$ cat src/logic/phy_ext_ctrl_defines.svh
// constants for the extended control register bank: offsets, fields, resets, timing
// Behaviour
// - packet length field, resets to 1500
// - reserved read-only bits read zero, ignore writes; regulator bits 14:4 are stored and read back
// - start bit runs diagnostic, clears on done
// - done flag set when measurement completes
// - fail flag set when measurement fails
// - link quality field: 01 good, 10 mid, 11 poor
// - soft reset bit acts as hardware reset
// - restart bit reinitialises, keeps register contents
// - phase offset counted in 4 ns steps
// - phase written above ten stored modulo ten
// - clock moves by step times value difference
// - shift enable applies phase, zero leaves it
// - phase field reads offset in effect, resets zero
// - regulator power-down bit switches regulator off
`ifndef PHY_EXT_CTRL_DEFINES_SVH
`define PHY_EXT_CTRL_DEFINES_SVH
// ----------------------------------------
// register offsets
// ----------------------------------------
`define ADDR_SELFTEST_LEN   8'h1c
`define ADDR_CABLE_DIAG     8'h1e
`define ADDR_SOFT_RESET     8'h1f
`define ADDR_TX_PHASE       8'h42
`define ADDR_REGULATOR      8'hd0
`define ADDR_IRQ_STATUS     8'he0
`define ADDR_IRQ_MASK       8'he1
// ----------------------------------------
// field positions
// ----------------------------------------
`define DIAG_START_BIT      15
`define DIAG_DONE_BIT       1
`define DIAG_FAIL_BIT       0
`define SRESET_BIT          15
`define RESTART_BIT         14
`define PHASE_EN_BIT        4
`define PWR_DOWN_BIT        15
`define IRQ_DONE_BIT        0
`define IRQ_FAIL_BIT        1
`define IRQ_PHASE_BIT       2
// ----------------------------------------
// reset values and timing
// ----------------------------------------
`define SELFTEST_LEN_RESET  11'h5dc
`define PHASE_RESET         4'h0
`define PHASE_MODULUS       4'ha
`define PHASE_STEP_NS       4
`endif

$ cat src/logic/phy_ext_ctrl_pkg.sv
// types shared by the extended control register bank
package phy_ext_ctrl_pkg;
    // phase move request toward the transmit clock generator
    typedef struct packed {
        logic       pulse;   // one cycle per applied shift
        logic [4:0] delta;   // signed steps, new minus old
        logic [3:0] value;   // phase now in effect
    } phase_move_s;
    // whole state of the register bank
    typedef struct packed {
        logic [10:0] pkt_len;
        logic        diag_start;
        logic        diag_done;
        logic        diag_fail;
        logic [1:0]  quality;
        logic        sreset_pend;
        logic        sreset_pulse;
        logic        restart_pulse;
        phase_move_s phase;
        logic        vr_pd;
        logic [10:0] vr_resv;
        logic [3:0]  vr_ctrl;
        logic [2:0]  irq_status;
        logic [2:0]  irq_mask;
        logic        irq;
        logic [15:0] rdata;
    } bank_state_s;
endpackage

$ cat src/logic/phy_ext_ctrl_regs.sv
// extended control and status register bank with interrupt logic
`timescale 1ns/1ps
`include "phy_ext_ctrl_defines.svh"
module phy_ext_ctrl_regs
    import phy_ext_ctrl_pkg::*;
(
    // clock and reset
    input  wire logic         clk_in,
    input  wire logic         resetn_in,
    // register port
    input  wire logic [7:0]   reg_addr_in,
    input  wire logic [15:0]  reg_wdata_in,
    input  wire logic         reg_write_in,
    input  wire logic         reg_read_in,
    output logic      [15:0]  reg_rdata_out,
    // self-test generator
    output logic      [10:0]  selftest_packet_length_out,
    // cable diagnostic engine
    output logic              diag_start_out,
    input  wire logic         diag_done_in,
    input  wire logic         diag_fail_in,
    input  wire logic [1:0]   link_quality_in,
    // device reset and restart
    output logic              soft_reset_out,
    output logic              soft_restart_out,
    // transmit clock phase
    output phase_move_s       phase_move_out,
    // regulator
    output logic              regulator_power_down_out,
    output logic      [3:0]   regulator_ctrl_out,
    // interrupt
    output logic              irq_out
);

    // ----------------------------------------
    // register map, word addressed
    // ----------------------------------------
    // 1c  packet length in 10:0, upper bits read zero
    // 1e  start 15, quality 9:8, done 1, fail 0
    // 1f  soft reset 15 and restart 14, self-clearing
    // 42  shift enable 4 (self-clearing), phase 3:0
    // d0  power-down 15, spare 14:4, control 3:0
    // e0  interrupt status, a written one clears
    // e1  interrupt mask, a one lets the bit through
    // unmapped reads return zero, unmapped writes vanish
    // read data stand for one cycle, zero otherwise,
    // so a bus that samples late sees zero, not stale data

    // ----------------------------------------
    // helpers
    // ----------------------------------------

    // wrap a written phase back into 0..10
    function automatic logic [3:0] phase_wrap(input logic [3:0] v);
        if (v > `PHASE_MODULUS) begin
            phase_wrap = v - `PHASE_MODULUS;
        end else begin
            phase_wrap = v;
        end
    endfunction

    // value that every register takes after any reset
    function automatic bank_state_s reset_state();
        bank_state_s r;
        r               = '0;
        r.pkt_len       = `SELFTEST_LEN_RESET;
        r.phase.value   = `PHASE_RESET;
        return r;
    endfunction

    // ----------------------------------------
    // state
    // ----------------------------------------
    bank_state_s st_reg;   // registered state
    bank_state_s st_next;  // next state
    logic        wr_len;   // write decodes
    logic        wr_diag;
    logic        wr_rst;
    logic        wr_phase;
    logic        wr_vr;
    logic        wr_ists;
    logic        wr_imsk;
    logic        done_rise; // completion edge from the engine
    logic        fail_rise; // failure edge from the engine
    logic [3:0]  new_phase; // wrapped write value
    logic [2:0]  events;    // interrupt sources this cycle

    // ----------------------------------------
    // write decode
    // ----------------------------------------

    // a write lands in one cycle, no wait states
    assign wr_len   = reg_write_in && (reg_addr_in == `ADDR_SELFTEST_LEN);
    assign wr_diag  = reg_write_in && (reg_addr_in == `ADDR_CABLE_DIAG);
    assign wr_rst   = reg_write_in && (reg_addr_in == `ADDR_SOFT_RESET);
    assign wr_phase = reg_write_in && (reg_addr_in == `ADDR_TX_PHASE);
    assign wr_vr    = reg_write_in && (reg_addr_in == `ADDR_REGULATOR);
    assign wr_ists  = reg_write_in && (reg_addr_in == `ADDR_IRQ_STATUS);
    assign wr_imsk  = reg_write_in && (reg_addr_in == `ADDR_IRQ_MASK);

    // engine inputs share this clock, so no synchroniser
    assign done_rise = diag_done_in && !st_reg.diag_done;
    assign fail_rise = diag_fail_in && !st_reg.diag_fail;
    assign new_phase = phase_wrap(reg_wdata_in[3:0]);

    // ----------------------------------------
    // next state
    // ----------------------------------------

    // all register behaviour in one place
    always_comb begin
        st_next               = st_reg;
        st_next.sreset_pulse  = 1'b0;
        st_next.restart_pulse = 1'b0;
        st_next.phase.pulse   = 1'b0;
        st_next.rdata         = 16'h0000;
        events                = 3'b000;

        // packet length, upper bits dropped
        if (wr_len) begin
            st_next.pkt_len = reg_wdata_in[10:0];
        end

        // diagnostic flags track the engine
        st_next.diag_done = diag_done_in;
        st_next.diag_fail = diag_fail_in;
        st_next.quality   = link_quality_in;
        if (wr_diag) begin
            // zero here stops a running measurement
            st_next.diag_start = reg_wdata_in[`DIAG_START_BIT];
        end
        // completion edge wins over a simultaneous start write
        if (done_rise) begin
            st_next.diag_start = 1'b0;
        end

        // reset and restart requests
        if (wr_rst) begin
            st_next.sreset_pend   = reg_wdata_in[`SRESET_BIT];
            st_next.restart_pulse = reg_wdata_in[`RESTART_BIT];
        end

        // phase is only moved when the enable rides with the write
        // a write without the enable is dropped, not parked, so a
        // later enable alone cannot replay a stale value; ten stays
        // ten, eleven and up wrap down by ten
        if (wr_phase && reg_wdata_in[`PHASE_EN_BIT]) begin
            st_next.phase.pulse = 1'b1;
            st_next.phase.value = new_phase;
            // steps of the phase unit, sign carried in bit 4
            st_next.phase.delta = {1'b0, new_phase} - {1'b0, st_reg.phase.value};
        end

        // regulator: power-down latches until the next reset
        // limitation: nothing but a reset powers it up again,
        // which keeps a stray zero write from waking it
        if (wr_vr) begin
            st_next.vr_resv = reg_wdata_in[14:4];
            st_next.vr_ctrl = reg_wdata_in[3:0];
            if (reg_wdata_in[`PWR_DOWN_BIT]) begin
                st_next.vr_pd = 1'b1;
            end
        end

        // interrupt sources: set beats write-one-to-clear
        // status 0 done rise, 1 fail rise, 2 phase applied
        // irq follows next state, so a mask or clear write
        // moves the level at the same edge as the register
        events[`IRQ_DONE_BIT]  = done_rise;
        events[`IRQ_FAIL_BIT]  = fail_rise;
        events[`IRQ_PHASE_BIT] = st_next.phase.pulse;
        if (wr_ists) begin
            st_next.irq_status = st_reg.irq_status & ~reg_wdata_in[2:0];
        end
        st_next.irq_status = st_next.irq_status | events;
        if (wr_imsk) begin
            st_next.irq_mask = reg_wdata_in[2:0];
        end
        st_next.irq = |(st_next.irq_status & st_next.irq_mask);

        // read data stand only in the cycle after the strobe
        if (reg_read_in) begin
            case (reg_addr_in)
                `ADDR_SELFTEST_LEN: begin
                    st_next.rdata = {5'h00, st_reg.pkt_len};
                end
                `ADDR_CABLE_DIAG: begin
                    st_next.rdata = {st_reg.diag_start, 5'h00, st_reg.quality, 6'h00,
                                     st_reg.diag_done, st_reg.diag_fail};
                end
                `ADDR_SOFT_RESET: begin
                    // self-clearing bits are already back at zero
                    st_next.rdata = 16'h0000;
                end
                `ADDR_TX_PHASE: begin
                    st_next.rdata = {12'h000, st_reg.phase.value};
                end
                `ADDR_REGULATOR: begin
                    st_next.rdata = {1'b0, st_reg.vr_resv, st_reg.vr_ctrl};
                end
                `ADDR_IRQ_STATUS: begin
                    st_next.rdata = {13'h0000, st_reg.irq_status};
                end
                `ADDR_IRQ_MASK: begin
                    st_next.rdata = {13'h0000, st_reg.irq_mask};
                end
                default: begin
                    // unmapped reads return zero
                    st_next.rdata = 16'h0000;
                end
            endcase
        end

        // soft reset, counted from the edge taking the write:
        //   edge 0 sets the pending flag
        //   edge 1 loads reset values and raises the pulse
        //   edge 2 drops the pulse
        // a bus access in the pending cycle is lost on purpose,
        // the bank reset loads at the same edge that would take it anyway
        // pin reset, or soft reset one cycle after its write
        if (!resetn_in) begin
            st_next = reset_state();
        end else if (st_reg.sreset_pend) begin
            st_next              = reset_state();
            st_next.sreset_pulse = 1'b1;
        end
    end

    // single state register, synchronous reset handled above
    always_ff @(posedge clk_in) begin
        st_reg <= st_next;
    end

    // ----------------------------------------
    // outputs, straight from the state register
    // ----------------------------------------
    assign reg_rdata_out              = st_reg.rdata;
    assign selftest_packet_length_out = st_reg.pkt_len;
    assign diag_start_out             = st_reg.diag_start;
    assign soft_reset_out             = st_reg.sreset_pulse;
    assign soft_restart_out           = st_reg.restart_pulse;
    assign phase_move_out             = st_reg.phase;
    assign regulator_power_down_out   = st_reg.vr_pd;
    assign regulator_ctrl_out         = st_reg.vr_ctrl;
    assign irq_out                    = st_reg.irq;
endmodule

$ cat config.mk
export PLATFORM = sky130hd
export DESIGN_NAME = phy_ext_ctrl_regs
export DESIGN_NICKNAME = d
export VERILOG_FILES = /design/src/logic/phy_ext_ctrl_pkg.sv /design/src/logic/phy_ext_ctrl_regs.sv
export VERILOG_INCLUDE_DIRS = /design/src /design/src/logic
export SDC_FILE = /design/constraint.sdc
export NUM_CORES = 1
export LEC_CHECK = 0
export BUFFER_PORTS_ARGS = -buffer_cell sky130_fd_sc_hd__buf_2
export CORE_MARGIN = 1.5
export CORE_UTILIZATION = 45
export CTS_BUF_LIST = sky130_fd_sc_hd__clkbuf_2 sky130_fd_sc_hd__clkbuf_4 sky130_fd_sc_hd__clkbuf_8
export CTS_CLUSTER_DIAMETER = 150
export DETAILED_ROUTE_END_ITERATION = 8
export PLACE_DENSITY_LB_ADDON = 0.08
export SYNTH_ARGS = -nofsm -noshare
export SYNTH_HDL_FRONTEND = slang
export SYNTH_SLANG_ARGS = --single-unit
$ cat constraint.sdc
create_clock -name clk_in -period 2.69 [get_ports clk_in]
set_clock_uncertainty 0.05 [all_clocks]
set_input_delay 0.1345 -clock clk_in [delete_from_list [all_inputs] [get_ports clk_in]]
set_output_delay 0.1345 -clock clk_in [all_outputs]
set_load 0.005 [all_outputs]
* Yosys cells after proc, flatten, opt, wreduce, memory -nomap -nowiden
Cells that the tools add are included.
Widths: inputs -> output; s select.
** Word-level totals
- Bits in registers :: 68
- Latch bits :: 0
- Memory bits (writable) :: 0
- Memory bits (read-only) :: 0
- Input port bits :: 32
- Output and inout port bits :: 46
- Logic and storage cells :: 63
- Memories kept :: 0
** Operators by class
- $add $sub $neg :: 2
- $mul :: 0
- Div/mod/pow operators :: 0
- Magnitude comparators :: 1
- Eq/ne operators :: 7
- Shifts and indexed selects :: 0
- Multiplexer cells :: 10
- Bitwise logic cells :: 7
- Reductions and logical operators :: 18
** Operator list (number)
- $pmux 16 s6 :: 1
- $mux 51 :: 1
- $mux 16 :: 2
- $eq 8x5->1 const B :: 3
- $eq 8x8->1 const B :: 3
- $reduce_or 3->1 :: 4
- $logic_and 1x1->1 :: 10
- $mux 10 :: 1
- $eq 8x7->1 const B :: 1
- $and 3x3->3 :: 2
- $mux 3 :: 2
- $sub 4x4->5 :: 1
- $gt 4x4->1 const B :: 1
- $mux 4 :: 1
- $sub 4x4->4 const B :: 1
- $not 1->1 :: 3
- $not 3->3 :: 1
- $or 3x3->3 :: 1
- $logic_not 1->1 :: 2
- $mux 1 :: 2
- $reduce_and 2->1 :: 1
- $reduce_or 2->1 :: 1

* Depth between registers and ports, before layout
Gate-level depths: netlist (run 1).
- Depth in word-level cells :: 8
- Mapped depth :: 10
- Mapped depth without buffers :: 9

* Worst setup path after synthesis (run 1)
OpenSTA, ideal clock, no wires.
- Path kind :: input -> register
- From :: input port reg_wdata_in[2]
- To :: register st_reg (netlist bit phase_move_out[7])
- Setup time :: 0.070 ns
- Arrival :: 1.972 ns
- Data required time :: 2.570 ns
- Slack :: 0.598 ns
- Cell stages on the path :: 9
- Buffers on the path :: 1
- Cell sequence :: clkbuf_1 nand2_1 o21ai_0 ha_1 nor2b_1 o21a_1 o21ai_0 or3b_2 a21oi_1
** Between the ends
- Word-level cells in the longest chain between the ends :: 3
** RTL lines
- from (decl) :: line phy_ext_ctrl_regs.sv:12 : input wire logic [15:0] reg_wdata_in,
- $gt 4x4->1 (no source line)
- $mux 4 :: line phy_ext_ctrl_regs.sv:55 : if (v > `PHASE_MODULUS) begin
- net new_phase[1] :: line phy_ext_ctrl_regs.sv:85 : logic [3:0] new_phase;
- $sub 4x4->5 :: line phy_ext_ctrl_regs.sv:151 : st_next.phase.delta = {1'b0, new_phase} - {1'b0, st_reg.phase.value};
- to (signal assigned) :: line phy_ext_ctrl_regs.sv:231 : st_reg <= st_next;
- to (decl) :: line phy_ext_ctrl_regs.sv:74 : bank_state_s st_reg;
The timed path passes the listed nets, and every way through them passes these cells.
A chain may end at the register's enable or synchronous reset.

* Worst setup path in the final report (run 1)
- From :: register st_reg (netlist bit phase_move_out[1])
- To :: register st_reg (netlist bit phase_move_out[7])
** Between the ends
- Word-level cells in the longest chain between the ends :: 1
** RTL lines (line)
- $sub 4x4->5 :: phy_ext_ctrl_regs.sv:151
Every way passes these cells.

==> run metrics, run 1 <==
Setup crit end kind=register; detailed placement HPWL=5.27 mm; Crit-path slowest cell=or3b_2; antenna-violating nets left=0; min Tclk post-route=1880 ps; Power Density=572 nW/um^2; htree depth=3; Tot GR Track Use=0.215; Mapped Nets=399; Worst Path Arrival=2100 ps; startpoint types=register; GP Congestion=0.805; maximum vdd drop=0.000247 V; area delta synth->final=18.5%; Unique masters post-synth=47; Resize count post-CTS=0; cell taking the most area after synthesis=dfxtp_1; ys flop type=dfxtp_1; pin count of the biggest net entering global routing=19; post-synth top area share=0.439; setup TNS=0 ps; Cell Area, Synth=3100 sq um; Clk pin slew, worst setup/hold paths=70 ps; reg2reg start=phase_move_out[1]; DRC violations left=0; async set-reset flop share out of synthesis=0; Layout Nets=457; vias in the first global route=2448; outcome=completed; Hold Crit Start=reg_wdata_in[3]; Die X=86.0 um; Rows=30; crit-path max FO=3; die footprint=7400 sq um; commonest non-fill, non-tap cell in the layout=buf_2; Post-synth EDFFs=0; insertion delay to the later sink of the worst-skew pair=350 ps; placed cell areas=3280 sq um; Setup CP Type=register to register; Reg-to-Reg End=phase_move_out[7]; GRT overflow=0; Fill cells=647; CTS tree=built; hold crit path type=input pin to register; hold violation count in the final report=0; cts bufs inserted=9; syn_area_per_cell=8.60 sq um; Final setup violation count=0; CP top delay family=simple AND/OR/NAND/NOR gates; crit path capture=phase_move_out[7]; average wire per standard cell=14.8 um; period utilisation layout=0.697; Buf+Inv Stages, Crit Path=1; max reg flops=22; register area share after synthesis=0.439; Max-slew headroom=0.576; diode count=0; R2R setup slack=810 ps; Register-to-Register Path Depth=7; synth warn=0; FF+latch count, synth=68; Hold Buf Count CTS=17; # Post-CTS Setup Buffers=0; Static Leakage=1.60 nW; cell count along the critical path=7; design area=3680 sq um; Die Ht=86.0 um; Max Fclk=533 MHz; slowest stage delay, CP=450 ps; I/O pins=78; total power draw=2.10 mW; minimum hold slack=35.8 ps; commonest non-fill, non-tap cells in the layout=77 x buf_2, 68 x dfxtp_1, 61 x nand2_1; Critical Path Start=phase_move_out[1]; CTS sink cnt=68; Slew Limit Fails=0; vias post-DR=2544; Worst Path Required=2920 ps; DRT Wirelength=7.46 mm; global-route wire length before repair=12.1 mm; CTS root buffer=clkbuf_8; post-DR vias/cell=5.05; synth top area cells=dfxtp_1 44%, buf_4 9.9%, nand2_1 7.4%; DR iter-0 viols=117; Port-buffer cells=77; CTS Buffer Depth=2; Initial Util=0.462; Post-Route Utilization=0.547; worst path cell trace=inv_1 > ha_1 > nor2b_1 > o21a_1 > o21ai_0 > or3b_2 > a21oi_1; unrepaired setup endpoints after global routing=no; drt first pass iters=4; Synth Instances=361; share of layout cells above drive strength 1=0.278; initial antenna violation count=0; area of the core=6720 sq um; Least-Margin Pin Slew=637 ps; max-cap violation count=0
==> power by group <==
group | leakage, nW | total (mW) | internal, mW | switching (mW)
combinational | 0.944 | 0.140 | 0.0652 | 0.0753
clock | 0.110 | 0.946 | 0.528 | 0.418
sequential | 0.550 | 1.02 | 1.01 | 0.00297
total | 1.60 | 2.10 | 1.61 | 0.496
==> worst min-delay path by stage <==
stage | endpoint | slack (ps) | cells after the start
after detailed placement | st_reg[52] | 300 | 2
after floorplan | soft_restart_out | 210 | 1
after global placement | st_reg[52] | 290 | 2
after CTS | regulator_ctrl_out[3] | 20 | 3
final | regulator_ctrl_out[3] | 40 | 3
after global routing | regulator_ctrl_out[0] | 50 | 3
==> metal layers <==
layer  vias up  global-route usage  share of wire
li1       1302                   -              -
met1      1155               0.272           0.46
met2        75               0.353           0.47
met3        12              0.0472          0.052
met4         0              0.0924          0.015
met5         -                   0              0
==> synth_stat cells (2+ instances only) <==
library cell	count
nand3_1	8
a211oi_1	2
inv_1	10
nor4b_2	2
a22oi_1	13
mux2i_1	6
clkbuf_1	10
buf_4	41
mux2_2	5
ha_1	5
nand2b_1	3
o21a_1	2
a21o_1	2
o211ai_1	2
o21ai_0	5
a21oi_1	32
and3_1	5
or2_2	2
a31oi_1	5
buf_2	3
dfxtp_1	68
nor2b_1	5
buf_1	2
nand2_1	61
nor3_1	4
nor2_1	28
and2_1	10
==> per-stage QoR <==
stage | std cells | setup WS [ps]
after floorplan | 361 | 598
after CTS | 504 | 801
after global placement | 471 | 563
final | 504 | 814
after detailed placement | 471 | 524
after global routing | 504 | 674
==> worst register-to-register path, stage by stage (launching register included) <==
cell	delay, ps
dfxtp_1	360
inv_1	100
ha_1	290
nor2b_1	130
o21a_1	170
o21ai_0	130
or3b_2	450
a21oi_1	140
==> cell families after synthesis <==
| group | synth area share |
|---|---|
| xor+xnor | 0.00282 |
| compound gates | 0.131 |
| simple gates | 0.229 |
| mux | 0.0375 |
| buf+inv | 0.134 |
| flops | 0.439 |
| fa+ha+maj | 0.0266 |
==> area by class of cell <==
cell class	count	area (sq um)	share of cell area
clock inverters	7	98.8	0.0269
clock buffers	9	124	0.0337
flip-flops and latches	68	1360	0.370
well taps	80	100	0.0272
repair buffers	104	631	0.171
inverters	10	37.5	0.0102
multi-input cells	226	1330	0.360
(Power assumes the default switching activity.)
==> run 2: changes to the inputs <==
Settings changed: ABC_AREA from default to 1.
Clock period 2.69 ns to 1.8 ns, I/O delays scaled along.
==> run metrics, run 2 <==
commonest non-fill, non-tap cell in the layout=buf_2; Least-Margin Pin Slew=438 ps; Max Fclk=671 MHz; hold violation count in the final report=0; async set-reset flop share out of synthesis=0; Max-slew headroom=0.707; Unique masters post-synth=34; CTS Buffer Depth=2; hold crit path type=input pin to register; global-route wire length before repair=12.5 mm; period utilisation layout=0.828; Multi-input gate area=1270 sq um; M1 GR Usage=0.287; maximum vdd drop=0.000344 V; Setup crit end kind=register; most common cell in the netlist=nand2_1; cts bufs inserted=9; GR Layer Usage met2=0.346; post-synth top area share=0.424; die footprint=7650 sq um; CTS tree=built; max reg flops=22; detailed placement HPWL=5.53 mm; Layout Nets=529; FF+latch count, synth=68; design area=3830 sq um; syn_area_per_cell=7.64 sq um; area delta synth->final=19.3%; Worst Path Arrival=1680 ps; area of the core=6830 sq um; cell taking the most area after synthesis=dfxtp_1; grt peak-use layer=met2; register area share after synthesis=0.424; vias in the first global route=2632; Register-to-Register Path Depth=5; I/O pins=78; storage element area=1360 sq um; Worst Path Required=1990 ps; DR iter-0 viols=132; min Tclk post-route=1490 ps; DRC violations left=0; htree depth=3; average wire per standard cell=12.9 um; crit-path max FO=3; post-DR vias/cell=4.66; Initial Util=0.470; Static Leakage=1.88 nW; DRT Wirelength=7.64 mm; Hold Crit Start=reg_wdata_in[3]; ys flop type=dfxtp_1; commonest non-fill, non-tap cells in the layout=77 x buf_2, 69 x nand2_1, 68 x dfxtp_1; antenna-violating nets left=0; share of layout cells above drive strength 1=0.260; synth warn=0; Post-synth EDFFs=0; startpoint types=input pin; drt first pass iters=4; Synth Instances=420; GRT overflow=0; unrepaired setup endpoints after global routing=no; diode count=0; Die Ht=87.5 um; insertion delay to the later sink of the worst-skew pair=330 ps; reg2reg start=phase_move_out[0]; Die X=87.5 um; max-cap violation count=0; hold path depth=3; Mapped Nets=458; CTS root buffer=clkbuf_8; Tot GR Track Use=0.215; pin count of the biggest net entering global routing=20; Clk pin slew, worst setup/hold paths=80 ps; outcome=completed; CTS sink cnt=68; synth top area cells=dfxtp_1 42%, buf_4 9.8%, nand2_1 8.1%; Power Density=759 nW/um^2; Port-buffer cells=77; Commonest cells post-synth=69 x nand2_1, 68 x dfxtp_1, 52 x inv_1; GP Congestion=0.839; Setup CP Type=input pin to register; met3 GRT Util=0.0322; Cell Area, Synth=3210 sq um; placed cell areas=3480 sq um; initial antenna violation count=0; Fill cells=688; Slew Limit Fails=0; Post-Route Utilization=0.561; Critical Path Start=reg_wdata_in[1]; Final setup violation count=0; vias post-DR=2757; Rows=30
==> run 2: metal layers <==
metal  part of all wire  vias up
li1                   -     1444
met1               0.48     1240
met2               0.46       64
met3              0.045        9
met4              0.014        0
met5                  0        -
==> run 2: cells by family (layout without fill, tap and decap cells) <==
group	count (synthesis)	count (layout)	share of synthesized area
adder cells (fa/ha/maj)	6	6	0.0257
AO/OA/AOI/OAI	75	75	0.134
AND/OR/NAND/NOR	162	162	0.231
XOR/XNOR	2	2	0.00546
buffers and inverters	107	183	0.180
flip-flops	68	68	0.424
==> run 2: path summary, 6_finish.rpt <==
kind,endpoint,slack [ps]
worst max-delay path,phase_move_out[7],310
worst min-delay path,regulator_ctrl_out[3],40
worst max register to register,phase_move_out[6],320
worst min register to register,reg_rdata_out[14],390
==> run 2: layout make-up <==
| cell class | instances | area share |
|---|---|---|
| Sequential cell | 68 | 0.355 |
| Multi-Input combinational cell | 245 | 0.332 |
| Timing Repair Buffer | 111 | 0.178 |
| Inverter | 56 | 0.0555 |
| Clock buffer | 11 | 0.0379 |
| Tap cell | 96 | 0.0314 |
| Clock inverter | 5 | 0.00980 |
==> run 2: stage by stage <==
stage	setup WS (ps)	hold slack, ps	setup TNS, ps	power, mW	instances
floorplan	152	138	0	1.66	420
global placement	-0.551	242	-0.551	1.77	559
detailed placement	-63.1	247	-91.8	1.77	559
CTS	301	25.7	0	2.94	592
global route	58.3	64.3	0	3.05	592
finish	309	36.1	0	2.91	592
==> run 2: critical path: stages <==
cell      delay (ps)
buf_2             80
inv_1             60
o21ai_0          220
nand2_1          120
xor2_1           180
inv_1             80
ha_1             280
nand2_1           70
nor2_1            40
a211oi_1         220
nor2_1            70
o21ai_1          130
inv_1             40
==> run 2: timing repair <==
item	CTS	global route
hold buffers	17	0
resized for setup	0	0
buffers inserted	0	0
endpoints found under the hold margin	25	0
==> run 2: power by group <==
group	switching [mW]	internal, mW
logic	0.136	0.109
registers	0.00422	1.51
clock network	0.589	0.555
total	0.729	2.18
